--- src/verilog/arcc_regs.vh ---
`ifndef ARCC_REGS_VH
`define ARCC_REGS_VH

// Register offsets
`define ARCC_OFS_RESULT_HIGH 4'h0
`define ARCC_OFS_RESULT_LOW 4'h1
`define ARCC_OFS_CMP_HIGH 4'h2
`define ARCC_OFS_CMP_LOW 4'h3
`define ARCC_OFS_CONFIG 4'h4
`define ARCC_OFS_PIN_LOW 4'h5
`define ARCC_OFS_CMP_CTRL 4'h6
`define ARCC_OFS_IRQ_STATUS 4'h7
`define ARCC_OFS_IRQ_MASK 4'h8

// Configuration fields
`define ARCC_CFG_LOW_POWER 7
`define ARCC_CFG_DIV_HI 6
`define ARCC_CFG_DIV_LO 5
`define ARCC_CFG_LONG_SAMPLE 4
`define ARCC_CFG_MODE_HI 3
`define ARCC_CFG_MODE_LO 2
`define ARCC_CFG_CLK_HI 1
`define ARCC_CFG_CLK_LO 0

// Mode codes
`define ARCC_MODE_8BIT 2'h0
`define ARCC_MODE_10BIT 2'h2

// Compare control fields
`define ARCC_CC_ENABLE 0
`define ARCC_CC_GE 1

// Interrupt status fields
`define ARCC_IRQ_STORED 0
`define ARCC_IRQ_DISCARD 1
`define ARCC_IRQ_INVALID 2

// Reset values
`define ARCC_RST_CONFIG 8'h00
`define ARCC_RST_BYTE 8'h00

`endif

--- src/verilog/arcc_top.v ---
// The implementer's own choices: strobed register access and the register addresses.
`timescale 1ns/1ps
`include "arcc_regs.vh"

module arcc_top #(
  parameter CHANNELS = 8
) (
  input wire core_clk_i,
  input wire rst_i,
  input wire [3:0] addr_i,
  input wire [7:0] wdata_i,
  input wire wr_i,
  input wire rd_i,
  output reg [7:0] rdata_o,
  input wire conv_done_i,
  input wire [9:0] conv_result_i,
  input wire alternate_clock_i,
  input wire internal_async_clock_i,
  output reg converter_clock_o,
  output reg low_power_select_o,
  output reg long_sample_select_o,
  output reg [1:0] mode_o,
  input wire [CHANNELS-1:0] port_out_i,
  input wire [CHANNELS-1:0] port_oe_i,
  input wire [CHANNELS-1:0] port_pullup_i,
  input wire [CHANNELS-1:0] pin_in_i,
  output reg [CHANNELS-1:0] pin_out_o,
  output reg [CHANNELS-1:0] pin_oe_o,
  output reg [CHANNELS-1:0] pin_pullup_o,
  output reg [CHANNELS-1:0] port_read_o,
  output reg irq_o
);

  ////////////////////////////////////////////////////////////////////////
  // Registers
  reg [9:0] result_reg;
  reg [7:0] cmp_high_reg;
  reg [7:0] cmp_low_reg;
  reg [7:0] config_reg;
  reg [7:0] pin_low_reg;
  reg [1:0] cmp_ctrl_reg;
  reg [2:0] irq_status_reg;
  reg [2:0] irq_mask_reg;
  reg lock_reg;
  reg invalid_reg;
  reg alt_s1_reg, alt_s2_reg, async_s1_reg, async_s2_reg;
  reg [CHANNELS-1:0] pin_s1_reg, pin_s2_reg;
  reg half_reg;
  reg [2:0] div_cnt_reg;

  // Address match for one register offset
  function sel_hit;
    input [3:0] addr;
    input [3:0] ofs;
    begin
      sel_hit = (addr == ofs);
    end
  endfunction

  wire rd_hi = rd_i && sel_hit(addr_i, `ARCC_OFS_RESULT_HIGH);
  wire rd_lo = rd_i && sel_hit(addr_i, `ARCC_OFS_RESULT_LOW);
  wire [1:0] mode = config_reg[`ARCC_CFG_MODE_HI:`ARCC_CFG_MODE_LO];
  wire ten_bit = mode == `ARCC_MODE_10BIT;

  ////////////////////////////////////////////////////////////////////////
  // Compare
  // compare value width
  wire [9:0] cmp_val = ten_bit ? {cmp_high_reg[1:0], cmp_low_reg} : {2'h0, cmp_low_reg};
  wire [9:0] new_res = ten_bit ? conv_result_i : {2'h0, conv_result_i[7:0]};
  wire cmp_true = cmp_ctrl_reg[`ARCC_CC_GE] ? (new_res >= cmp_val) : (new_res < cmp_val);
  wire cmp_ok = !cmp_ctrl_reg[`ARCC_CC_ENABLE] || cmp_true;
  wire blocked = lock_reg && ten_bit;
  wire store = conv_done_i && cmp_ok && !blocked;
  wire discard = conv_done_i && cmp_ok && blocked;
  wire cfg_wr = wr_i && sel_hit(addr_i, `ARCC_OFS_CONFIG);
  wire mode_chg = cfg_wr && wdata_i[`ARCC_CFG_MODE_HI:`ARCC_CFG_MODE_LO] != mode;

  ////////////////////////////////////////////////////////////////////////
  // Result path
  // result load
  always @(posedge core_clk_i or posedge rst_i) begin
    if (rst_i) begin
      result_reg <= 10'h000;
    end else if (store) begin
      result_reg <= new_res;
    end
  end

  // interlock
  // Low read or eight-bit mode releases the lock
  always @(posedge core_clk_i or posedge rst_i) begin
    if (rst_i) begin
      lock_reg <= 1'b0;
    end else if (rd_lo || !ten_bit) begin
      lock_reg <= 1'b0;
    end else if (rd_hi) begin
      lock_reg <= 1'b1;
    end
  end

  always @(posedge core_clk_i or posedge rst_i) begin
    if (rst_i) begin
      invalid_reg <= 1'b0;
    end else if (mode_chg) begin
      invalid_reg <= 1'b1;
    end else if (store) begin
      invalid_reg <= 1'b0;
    end
  end

  ////////////////////////////////////////////////////////////////////////
  // Software registers
  wire [2:0] irq_events = {mode_chg, discard, store};
  wire cmp_high_wr = wr_i && sel_hit(addr_i, `ARCC_OFS_CMP_HIGH);
  wire cmp_low_wr = wr_i && sel_hit(addr_i, `ARCC_OFS_CMP_LOW);
  wire pin_low_wr = wr_i && sel_hit(addr_i, `ARCC_OFS_PIN_LOW);
  wire cmp_ctrl_wr = wr_i && sel_hit(addr_i, `ARCC_OFS_CMP_CTRL);
  wire irq_mask_wr = wr_i && sel_hit(addr_i, `ARCC_OFS_IRQ_MASK);
  wire irq_status_wr = wr_i && sel_hit(addr_i, `ARCC_OFS_IRQ_STATUS);

  always @(posedge core_clk_i or posedge rst_i) begin
    if (rst_i) begin
      cmp_high_reg <= `ARCC_RST_BYTE;
    end else if (cmp_high_wr) begin
      cmp_high_reg <= {6'h00, wdata_i[1:0]};
    end
  end

  always @(posedge core_clk_i or posedge rst_i) begin
    if (rst_i) begin
      cmp_low_reg <= `ARCC_RST_BYTE;
    end else if (cmp_low_wr) begin
      cmp_low_reg <= wdata_i;
    end
  end

  always @(posedge core_clk_i or posedge rst_i) begin
    if (rst_i) begin
      config_reg <= `ARCC_RST_CONFIG;
    end else if (cfg_wr) begin
      config_reg <= wdata_i;
    end
  end

  always @(posedge core_clk_i or posedge rst_i) begin
    if (rst_i) begin
      pin_low_reg <= `ARCC_RST_BYTE;
    end else if (pin_low_wr) begin
      pin_low_reg <= wdata_i;
    end
  end

  always @(posedge core_clk_i or posedge rst_i) begin
    if (rst_i) begin
      cmp_ctrl_reg <= 2'h0;
    end else if (cmp_ctrl_wr) begin
      cmp_ctrl_reg <= wdata_i[1:0];
    end
  end

  always @(posedge core_clk_i or posedge rst_i) begin
    if (rst_i) begin
      irq_mask_reg <= 3'h0;
    end else if (irq_mask_wr) begin
      irq_mask_reg <= wdata_i[2:0];
    end
  end

  // Set wins over write-one-to-clear
  always @(posedge core_clk_i or posedge rst_i) begin
    if (rst_i) begin
      irq_status_reg <= 3'h0;
    end else if (irq_status_wr) begin
      irq_status_reg <= (irq_status_reg & ~wdata_i[2:0]) | irq_events;
    end else begin
      irq_status_reg <= irq_status_reg | irq_events;
    end
  end

  ////////////////////////////////////////////////////////////////////////
  // Read port
  reg [7:0] rdata_next;
  always @* begin
    rdata_next = 8'h00;
    case (addr_i)
      // upper bits zero at eight bits
      `ARCC_OFS_RESULT_HIGH: rdata_next = {6'h00, ten_bit ? result_reg[9:8] : 2'h0};
      `ARCC_OFS_RESULT_LOW: rdata_next = result_reg[7:0];
      `ARCC_OFS_CMP_HIGH: rdata_next = cmp_high_reg;
      `ARCC_OFS_CMP_LOW: rdata_next = cmp_low_reg;
      `ARCC_OFS_CONFIG: rdata_next = config_reg;
      `ARCC_OFS_PIN_LOW: rdata_next = pin_low_reg;
      `ARCC_OFS_CMP_CTRL: rdata_next = {5'h00, invalid_reg, cmp_ctrl_reg};
      `ARCC_OFS_IRQ_STATUS: rdata_next = {5'h00, irq_status_reg};
      `ARCC_OFS_IRQ_MASK: rdata_next = {5'h00, irq_mask_reg};
      default: rdata_next = 8'h00;
    endcase
  end

  // Data stand in the cycle after each cycle of rd_i, then idle at zero
  always @(posedge core_clk_i or posedge rst_i) begin
    if (rst_i) begin
      rdata_o <= 8'h00;
    end else begin
      rdata_o <= rd_i ? rdata_next : 8'h00;
    end
  end

  // Same-cycle events included, so the line rises one cycle after the event
  always @(posedge core_clk_i or posedge rst_i) begin
    if (rst_i) begin
      irq_o <= 1'b0;
    end else begin
      irq_o <= |((irq_status_reg | irq_events) & irq_mask_reg);
    end
  end

  ////////////////////////////////////////////////////////////////////////
  // Converter clock
  // Two-stage synchroniser for the alternate source
  always @(posedge core_clk_i or posedge rst_i) begin
    if (rst_i) begin
      alt_s1_reg <= 1'b0;
      alt_s2_reg <= 1'b0;
    end else begin
      alt_s1_reg <= alternate_clock_i;
      alt_s2_reg <= alt_s1_reg;
    end
  end

  // Two-stage synchroniser for the internal source
  always @(posedge core_clk_i or posedge rst_i) begin
    if (rst_i) begin
      async_s1_reg <= 1'b0;
      async_s2_reg <= 1'b0;
    end else begin
      async_s1_reg <= internal_async_clock_i;
      async_s2_reg <= async_s1_reg;
    end
  end

  // Bus clock halved
  always @(posedge core_clk_i or posedge rst_i) begin
    if (rst_i) begin
      half_reg <= 1'b0;
    end else begin
      half_reg <= ~half_reg;
    end
  end

  reg src_tick;
  reg src_prev_reg;
  always @* begin
    src_tick = 1'b0;
    case (config_reg[`ARCC_CFG_CLK_HI:`ARCC_CFG_CLK_LO])
      2'h0: src_tick = 1'b1;
      2'h1: src_tick = half_reg;
      2'h2: src_tick = alt_s2_reg && !src_prev_reg;
      default: src_tick = async_s2_reg && !src_prev_reg;
    endcase
  end

  wire src_level = config_reg[`ARCC_CFG_CLK_LO] ? async_s2_reg : alt_s2_reg;
  wire [2:0] div_last = (3'h1 << config_reg[`ARCC_CFG_DIV_HI:`ARCC_CFG_DIV_LO]) - 3'h1;

  always @(posedge core_clk_i or posedge rst_i) begin
    if (rst_i) begin
      src_prev_reg <= 1'b0;
      div_cnt_reg <= 3'h0;
      converter_clock_o <= 1'b0;
    end else begin
      src_prev_reg <= src_level;
      if (src_tick) begin
        if (div_cnt_reg >= div_last) begin
          div_cnt_reg <= 3'h0;
          converter_clock_o <= ~converter_clock_o;
        end else begin
          div_cnt_reg <= div_cnt_reg + 3'h1;
        end
      end
    end
  end

  ////////////////////////////////////////////////////////////////////////
  // Converter settings and pins
  always @(posedge core_clk_i or posedge rst_i) begin
    if (rst_i) begin
      low_power_select_o <= 1'b0;
      long_sample_select_o <= 1'b0;
      mode_o <= `ARCC_MODE_8BIT;
    end else begin
      low_power_select_o <= config_reg[`ARCC_CFG_LOW_POWER];
      long_sample_select_o <= config_reg[`ARCC_CFG_LONG_SAMPLE];
      mode_o <= mode;
    end
  end

  // One pin slice per channel
  genvar ch;
  generate
    for (ch = 0; ch < CHANNELS; ch = ch + 1) begin : pin_gen
      always @(posedge core_clk_i or posedge rst_i) begin
        if (rst_i) begin
          pin_s1_reg[ch] <= 1'b0;
          pin_s2_reg[ch] <= 1'b0;
        end else begin
          pin_s1_reg[ch] <= pin_in_i[ch];
          pin_s2_reg[ch] <= pin_s1_reg[ch];
        end
      end

      always @(posedge core_clk_i or posedge rst_i) begin
        if (rst_i) begin
          pin_out_o[ch] <= 1'b0;
          pin_oe_o[ch] <= 1'b0;
          pin_pullup_o[ch] <= 1'b0;
          port_read_o[ch] <= 1'b0;
        end else begin
          pin_out_o[ch] <= port_out_i[ch] & ~pin_low_reg[ch];
          pin_oe_o[ch] <= port_oe_i[ch] & ~pin_low_reg[ch];
          pin_pullup_o[ch] <= port_pullup_i[ch] & ~pin_low_reg[ch];
          port_read_o[ch] <= pin_s2_reg[ch] & ~pin_low_reg[ch];
        end
      end
    end
  endgenerate

endmodule
--- config.mk ---
export PLATFORM = sky130hd
export DESIGN_NAME = arcc_top
export DESIGN_NICKNAME = d
export VERILOG_FILES = /design/src/verilog/arcc_top.v
export VERILOG_INCLUDE_DIRS = /design/src /design/src/verilog
export SDC_FILE = /design/constraint.sdc
export NUM_CORES = 1
export LEC_CHECK = 0
export ABC_AREA = 1
export BUFFER_PORTS_ARGS = -buffer_cell sky130_fd_sc_hd__buf_2
export CAP_MARGIN = 0
export CORE_MARGIN = 8
export CORE_UTILIZATION = 55
export DETAILED_ROUTE_END_ITERATION = 8
export PLACE_DENSITY = 0.81
export SLEW_MARGIN = 20
export SYNTH_ARGS = -nofsm -noshare
export SYNTH_HDL_FRONTEND = slang
export SYNTH_SLANG_ARGS = --single-unit
--- constraint.sdc ---
create_clock -name core_clk_i -period 6.9 [get_ports core_clk_i]
set_clock_uncertainty 0.1 [all_clocks]
set_input_delay 0 -clock core_clk_i [delete_from_list [all_inputs] [get_ports core_clk_i]]
set_output_delay 0 -clock core_clk_i [all_outputs]
set_load 0.03 [all_outputs]
==> results.cfg, run 1 <==
[clock_network]
cts_buffer_depth = 2
root_buffer = clkbuf_8
cts_sinks = 117
cts_tree = built
cts_setup_buffers = 0
htreeDepth = 4
ctsResizeCount = 0
clk_latency_ns = 0.52
cts-buffers-inserted = 17
cts.reportedPaths.clkPinSlew_ns = 0.06

[synthesis]
synth.top_cell.area_share = 0.619
synth-seq-area-share = 0.619
synth_area_leader_cell = dfrtp_1
ys_ff_latch = 117
synth_fp_nets = 566
synth_cells = 491
ys_top_cells_by_area = dfrtp_1, nand2_1, inv_1
avgSynthCellArea_um2 = 9.64
netlist-cell-type-count = 27
synth_area_mm2 = 0.00473
synth-warning-count = 0

[worst_setup_path]
critical_path_class = reg -> reg
critPathSlowestCell = dlygate4sd3_1
cp_num_cells = 18
crit_top_cell = nand2_1
crit_path_max_incr_delay_ns = 0.57
critPathMaxFanout = 17
rrSetupSlack_ns = 3.40
rr_endpoint = result_reg[3]$_DFFE_PP0P_
cp_top_family = buffers and inverters
path_cells = inv_1, nor2_4, nand2_1, inv_1, ha_1, nand2_2, inv_2, a21oi_2, nand4_1, nand2_1, inv_2, nand2_2, nand3_4, inv_2, nand2_1, dlygate4sd3_1, nand2_1, dlygate4sd3_1
r2r_cells = 18
timing.rr.start = config_reg[3]$_DFFE_PP0P_
start_kind = register
critPathArrivalTime_ns = 3.85
worstSetupEndpointType = register
cp_data_required_time_ns = 7.25
cp_num_buf_inv = 7

[floorplan]
dieWidth_um = 109
die_y_um = 109
rows = 34
die_area_mm2 = 0.0118
initial_core_util = 0.553
coreArea_mm2 = 0.00855
ios = 107

[global_routing]
grt_start_max_net_pins = 72
grt_pass1_vias = 4389
track_usage = 0.243
antenna_found_initial = 0
gr-total-overflow = 0
grt_pass1_wl_mm = 21.7

[timing]
worst_pin_slew_ns = 0.870
finalMaxSlewViolations = 0
fin_tns_setup_ns = 0
min_period_ns = 3.50
rsz0062_at_grt = false
finalSetupViolCount = 0
clock.fmax_mhz = 285
fin_ws_ns = 3.40
relSlewSlack = 0.420
hold_viol = 0
period_share = 0.508

[layout]
antenna_cells = 0
nets = 778
areaGrowthSynthToFinish_pct = 44.3
largest_reg_flops = 10
drive_gt1_frac = 0.223

[drt]
wire_per_inst_um = 16.5
vias = 4186
drtAntennaViolNets = 0
drc_errors = 0
routed_wirelength_mm = 13.6
via_per_inst = 5.08
drt_iter0_markers = 267
drt_first_pass_iters = 4

[worst_hold_path]
min_path_type = in -> async

[power]
ir_drop_uv = 213
p_per_area_mw_per_mm2 = 317
p_leak_nw = 3.59

[place]
post-place-ws_ns = 4.61
gp_congestion = 0.860
port_buffers = 106
hpwl_mm = 8.14

[flow_run]
drv_cap = 0

[run_status]
outcome = finished clean
[layer usage]
layer | vias to the layer above | global-route usage | wire (um)
li1 | 1957 | - | -
met1 | 2026 | 0.274 | 5380
met2 | 162 | 0.420 | 6960
met3 | 41 | 0.0567 | 806
met4 | 0 | 0.130 | 469
met5 | - | 0 | 0
[tightest hold or removal path, cell delays in order]
cell and delay, ns:
dlygate4sd3_1 0.53, buf_2 0.13, inv_4 0.42
[placed cells by master, fill, tap and decap left out, types with 9 or more instances in the layout]
cell,netlist,routed
ha_1,14,14
buf_2,1,106
inv_1,89,88
nor2_1,47,47
nand3_1,12,12
a221oi_1,9,9
nand2_1,111,111
dlygate4sd3_1,0,90
clkbuf_16,0,16
dfrtp_1,117,117
o21ai_0,43,43
[how the worst max path moves through the flow]
stage / from / to / slack, ns
after global routing: config_reg[3]$_DFFE_PP0P_ / result_reg[3]$_DFFE_PP0P_ / 3.19
after global placement: config_reg[2]$_DFFE_PP0P_ / result_reg[2]$_DFFE_PP0P_ / 4.68
final: config_reg[3]$_DFFE_PP0P_ / result_reg[3]$_DFFE_PP0P_ / 3.40
after detailed placement: config_reg[2]$_DFFE_PP0P_ / result_reg[4]$_DFFE_PP0P_ / 4.61
after floorplan: rst_i / alt_s1_reg$_DFF_PP0_ / 3.70
after CTS: config_reg[3]$_DFFE_PP0P_ / result_reg[1]$_DFFE_PP0P_ / 3.51
[power breakdown]
part | switching [mW] | total (mW) | internal (mW) | leakage, nW
combinational | 0.290 | 0.482 | 0.192 | 1.90
sequential | 0.0705 | 0.866 | 0.795 | 1.44
clock | 0.312 | 0.817 | 0.505 | 0.255
total | 0.673 | 2.16 | 1.49 | 3.59
[stage by stage]
step	instances	utilization	hold WS [ns]	power, mW	instance area [um2]
4_1_cts	824	0.799	0.0125	2.16	6830
3_5_place_dp	702	0.628	0.00837	1.27	5370
2_1_floorplan	491	-	-0.0686	1.14	4730
5_1_grt	824	0.799	0.0110	2.27	6830
3_3_place_gp	702	0.628	-0.00311	1.25	5370
6_report	824	0.799	0.00201	2.16	6830
[synthesized netlist by cell type (all sizes together)]
cell type  count
nand3         13
buf            4
inv           95
a31oi          2
nand4          2
a21oi          8
nor2          54
nand2        115
o22ai          5
a221oi         9
o21ai         46
a22o           1
xnor2          3
nand3b         1
dfrtp        117
nor4           1
a22oi          1
ha            14
[timing repair]
action | CTS | global route
hold buffers | 90 | 0
setup endpoints to repair | 0 | 0
endpoints found under the hold margin | 135 | 0
[cells by family after synthesis]
group / synth area share
and+or+nand+nor: 0.166
DFF: 0.619
buffers and inverters: 0.0836
AOI/OAI and AO/OA: 0.0891
adders and majority gates: 0.0370
xor gates and xnor gates: 0.00555
[cell type report]
cell class	count	area, um2
repair buffers	197	1440
inverters	95	359
clock inverters	11	101
flip-flops and latches	117	2930
clock buffers	21	459
well taps	108	135
multi-input cells	275	1410
fillers	518	1720
Note: power is estimated with default switching activity, not from simulation.
==> run 2, diff against run 1 <==
--- a/config.mk
+++ b/config.mk
@@ -10,9 +10,9 @@
 export BUFFER_PORTS_ARGS = -buffer_cell sky130_fd_sc_hd__buf_2
 export CAP_MARGIN = 0
 export CORE_MARGIN = 8
-export CORE_UTILIZATION = 55
+export CORE_UTILIZATION = 54
 export DETAILED_ROUTE_END_ITERATION = 8
-export PLACE_DENSITY = 0.81
+export PLACE_DENSITY = 0.8
 export SLEW_MARGIN = 20
 export SYNTH_ARGS = -nofsm -noshare
 export SYNTH_HDL_FRONTEND = slang
==> constraint.sdc (replaced) <==
create_clock -name core_clk_i -period 3.4 [get_ports core_clk_i]
set_clock_uncertainty 0.1 [all_clocks]
set_input_delay 0 -clock core_clk_i [delete_from_list [all_inputs] [get_ports core_clk_i]]
set_output_delay 0 -clock core_clk_i [all_outputs]
set_load 0.03 [all_outputs]
==> results.cfg, run 2 (synthesis results as in run 1) <==
[power]
power_switching_mw = 1.41
p_per_area_mw_per_mm2 = 655
switching_share = 0.317
p_leak_nw = 3.60
p_seq_frac = 0.396
ir_drop_uv = 385
power.internal_mw = 3.04
clock_power_share = 0.392
pwr-share-comb = 0.211

[timing]
period_share = 0.881
finalMaxSlewViolations = 0
worst_pin_slew_ns = 0.695
rsz0062_at_grt = false
finalSetupViolCount = 0
fin_tns_setup_ns = 0
min_period_ns = 3.00
relSlewSlack = 0.536
clock.fmax_mhz = 334
hold_viol = 0

[drt]
drt_iter0_markers = 324
vias = 4195
via_per_inst = 5.13
drtAntennaViolNets = 0
drt_first_pass_iters = 5
drc_errors = 0
wire_per_inst_um = 16.8
routed_wirelength_mm = 13.7

[layout]
drive_gt1_frac = 0.227
multi_input_area_mm2 = 0.00141
areaGrowthSynthToFinish_pct = 43.6
fin_cells = 817
antenna_cells = 0
largest_reg_flops = 10
layout_common_cells = dfrtp_1, nand2_1, buf_2, inv_1, dlygate4sd3_1
nFillCells = 533
nets = 771
regArea_mm2 = 0.00293
final_common_cell = dfrtp_1

[floorplan]
ios = 107
dieWidth_um = 110
die_y_um = 110
rows = 34
initial_core_util = 0.551
coreArea_mm2 = 0.00859
die_area_mm2 = 0.0120

[clock_network]
clk_latency_ns = 0.52
cts.reportedPaths.clkPinSlew_ns = 0.06
cts_sinks = 117
cts_buffer_depth = 2
cts_tree = built
ctsResizeCount = 0
htreeDepth = 4
cts_setup_buffers = 0
cts-buffers-inserted = 17
root_buffer = clkbuf_8

[place]
gp_congestion = 0.908
port_buffers = 106
hpwl_mm = 8.32
dp_cells = 702

[global_routing]
grt_pass1_wl_mm = 22.1
antenna_found_initial = 0
grt_pass1_vias = 4605
grt_start_max_net_pins = 62
gr-total-overflow = 0
track_usage = 0.242

[worst_setup_path]
cp_data_required_time_ns = 3.76
critPathMaxFanout = 17
worstSetupEndpointType = register
critPathArrivalTime_ns = 3.35
start_kind = register
critical_path_class = reg -> reg

[worst_hold_path]
min_path_type = in -> async

[run_status]
outcome = finished clean

[flow_run]
drv_cap = 0
-- run 2: final timing paths --
| kind | startpoint | to | slack [ns] | cells past startpoint |
|---|---|---|---|---|
| max | config_reg[2]$_DFFE_PP0P_ | result_reg[4]$_DFFE_PP0P_ | 0.40 | 16 |
| min | rst_i | pin_oe_o[4]$_DFF_PP0_ | 0.03 | 3 |
| max reg2reg | config_reg[2]$_DFFE_PP0P_ | result_reg[4]$_DFFE_PP0P_ | 0.40 | 16 |
| min reg2reg | pin_s1_reg[1]$_DFF_PP0_ | pin_s2_reg[1]$_DFF_PP0_ | 0.25 | 0 |
| max in group asynchronous | rst_i | cmp_ctrl_reg[1]$_DFFE_PP0P_ | 2.42 | 4 |
| min in group core_clk_i | pin_in_i[1] | pin_s1_reg[1]$_DFF_PP0_ | 0.03 | 2 |
-- run 2: layout make-up --
type	instances	share of cell area
Clock buffer	17	0.0609
Clock inverter	15	0.0249
Inverter	95	0.0528
Multi-Input combinational cell	275	0.207
Sequential cell	117	0.431
Tap cell	108	0.0199
Timing Repair Buffer	190	0.203
-- run 2: what timing repair did --
item	CTS	global route
hold buffers	83	0
endpoints found under the hold margin	145	0
endpoints found under the setup margin	0	0
-- run 2: stage by stage --
step	power, mW	cell area (um2)	hold WS, ns	setup WS, ns	utilization
global route	4.66	6800	0.0103	0.105	0.791
global placement	2.54	5380	0.00735	1.20	0.626
finish	4.45	6800	0.0275	0.405	0.791
floorplan	2.31	4730	-0.0686	0.199	-
CTS	4.44	6800	0.00810	0.498	0.791
detailed placement	2.58	5380	0.00935	1.06	0.626
-- run 2: routing by layer --
layer	global-route usage	wire length [um]	vias up
li1	-	-	1942
met1	0.276	5330	2055
met2	0.423	7190	162
met3	0.0680	917	36
met4	0.0926	298	0
met5	0	0	-
-- run 2: power groups by stage --
stage | clock (mW) | sequential, mW | combinational (mW)
3_5_place_dp | 0 | 1.77 | 0.810
6_report | 1.75 | 1.76 | 0.939
2_1_floorplan | 0 | 1.89 | 0.421
3_3_place_gp | 0 | 1.76 | 0.774
5_1_grt | 1.83 | 1.78 | 1.05
4_1_cts | 1.76 | 1.75 | 0.926
-- run 2: critical path, cell delays in order, from the launching register on --
cell and delay [ns]:
dfrtp_1 0.46, nor2_4 0.21, nand2_1 0.12, inv_1 0.08
ha_1 0.25, nand2_2 0.11, inv_2 0.04, a21oi_2 0.15
nand4_1 0.10, nand2_1 0.08, inv_2 0.03, nand2_2 0.07
nand3_4 0.19, inv_2 0.19, nand2_1 0.09, dlygate4sd3_1 0.58
nand2_1 0.08
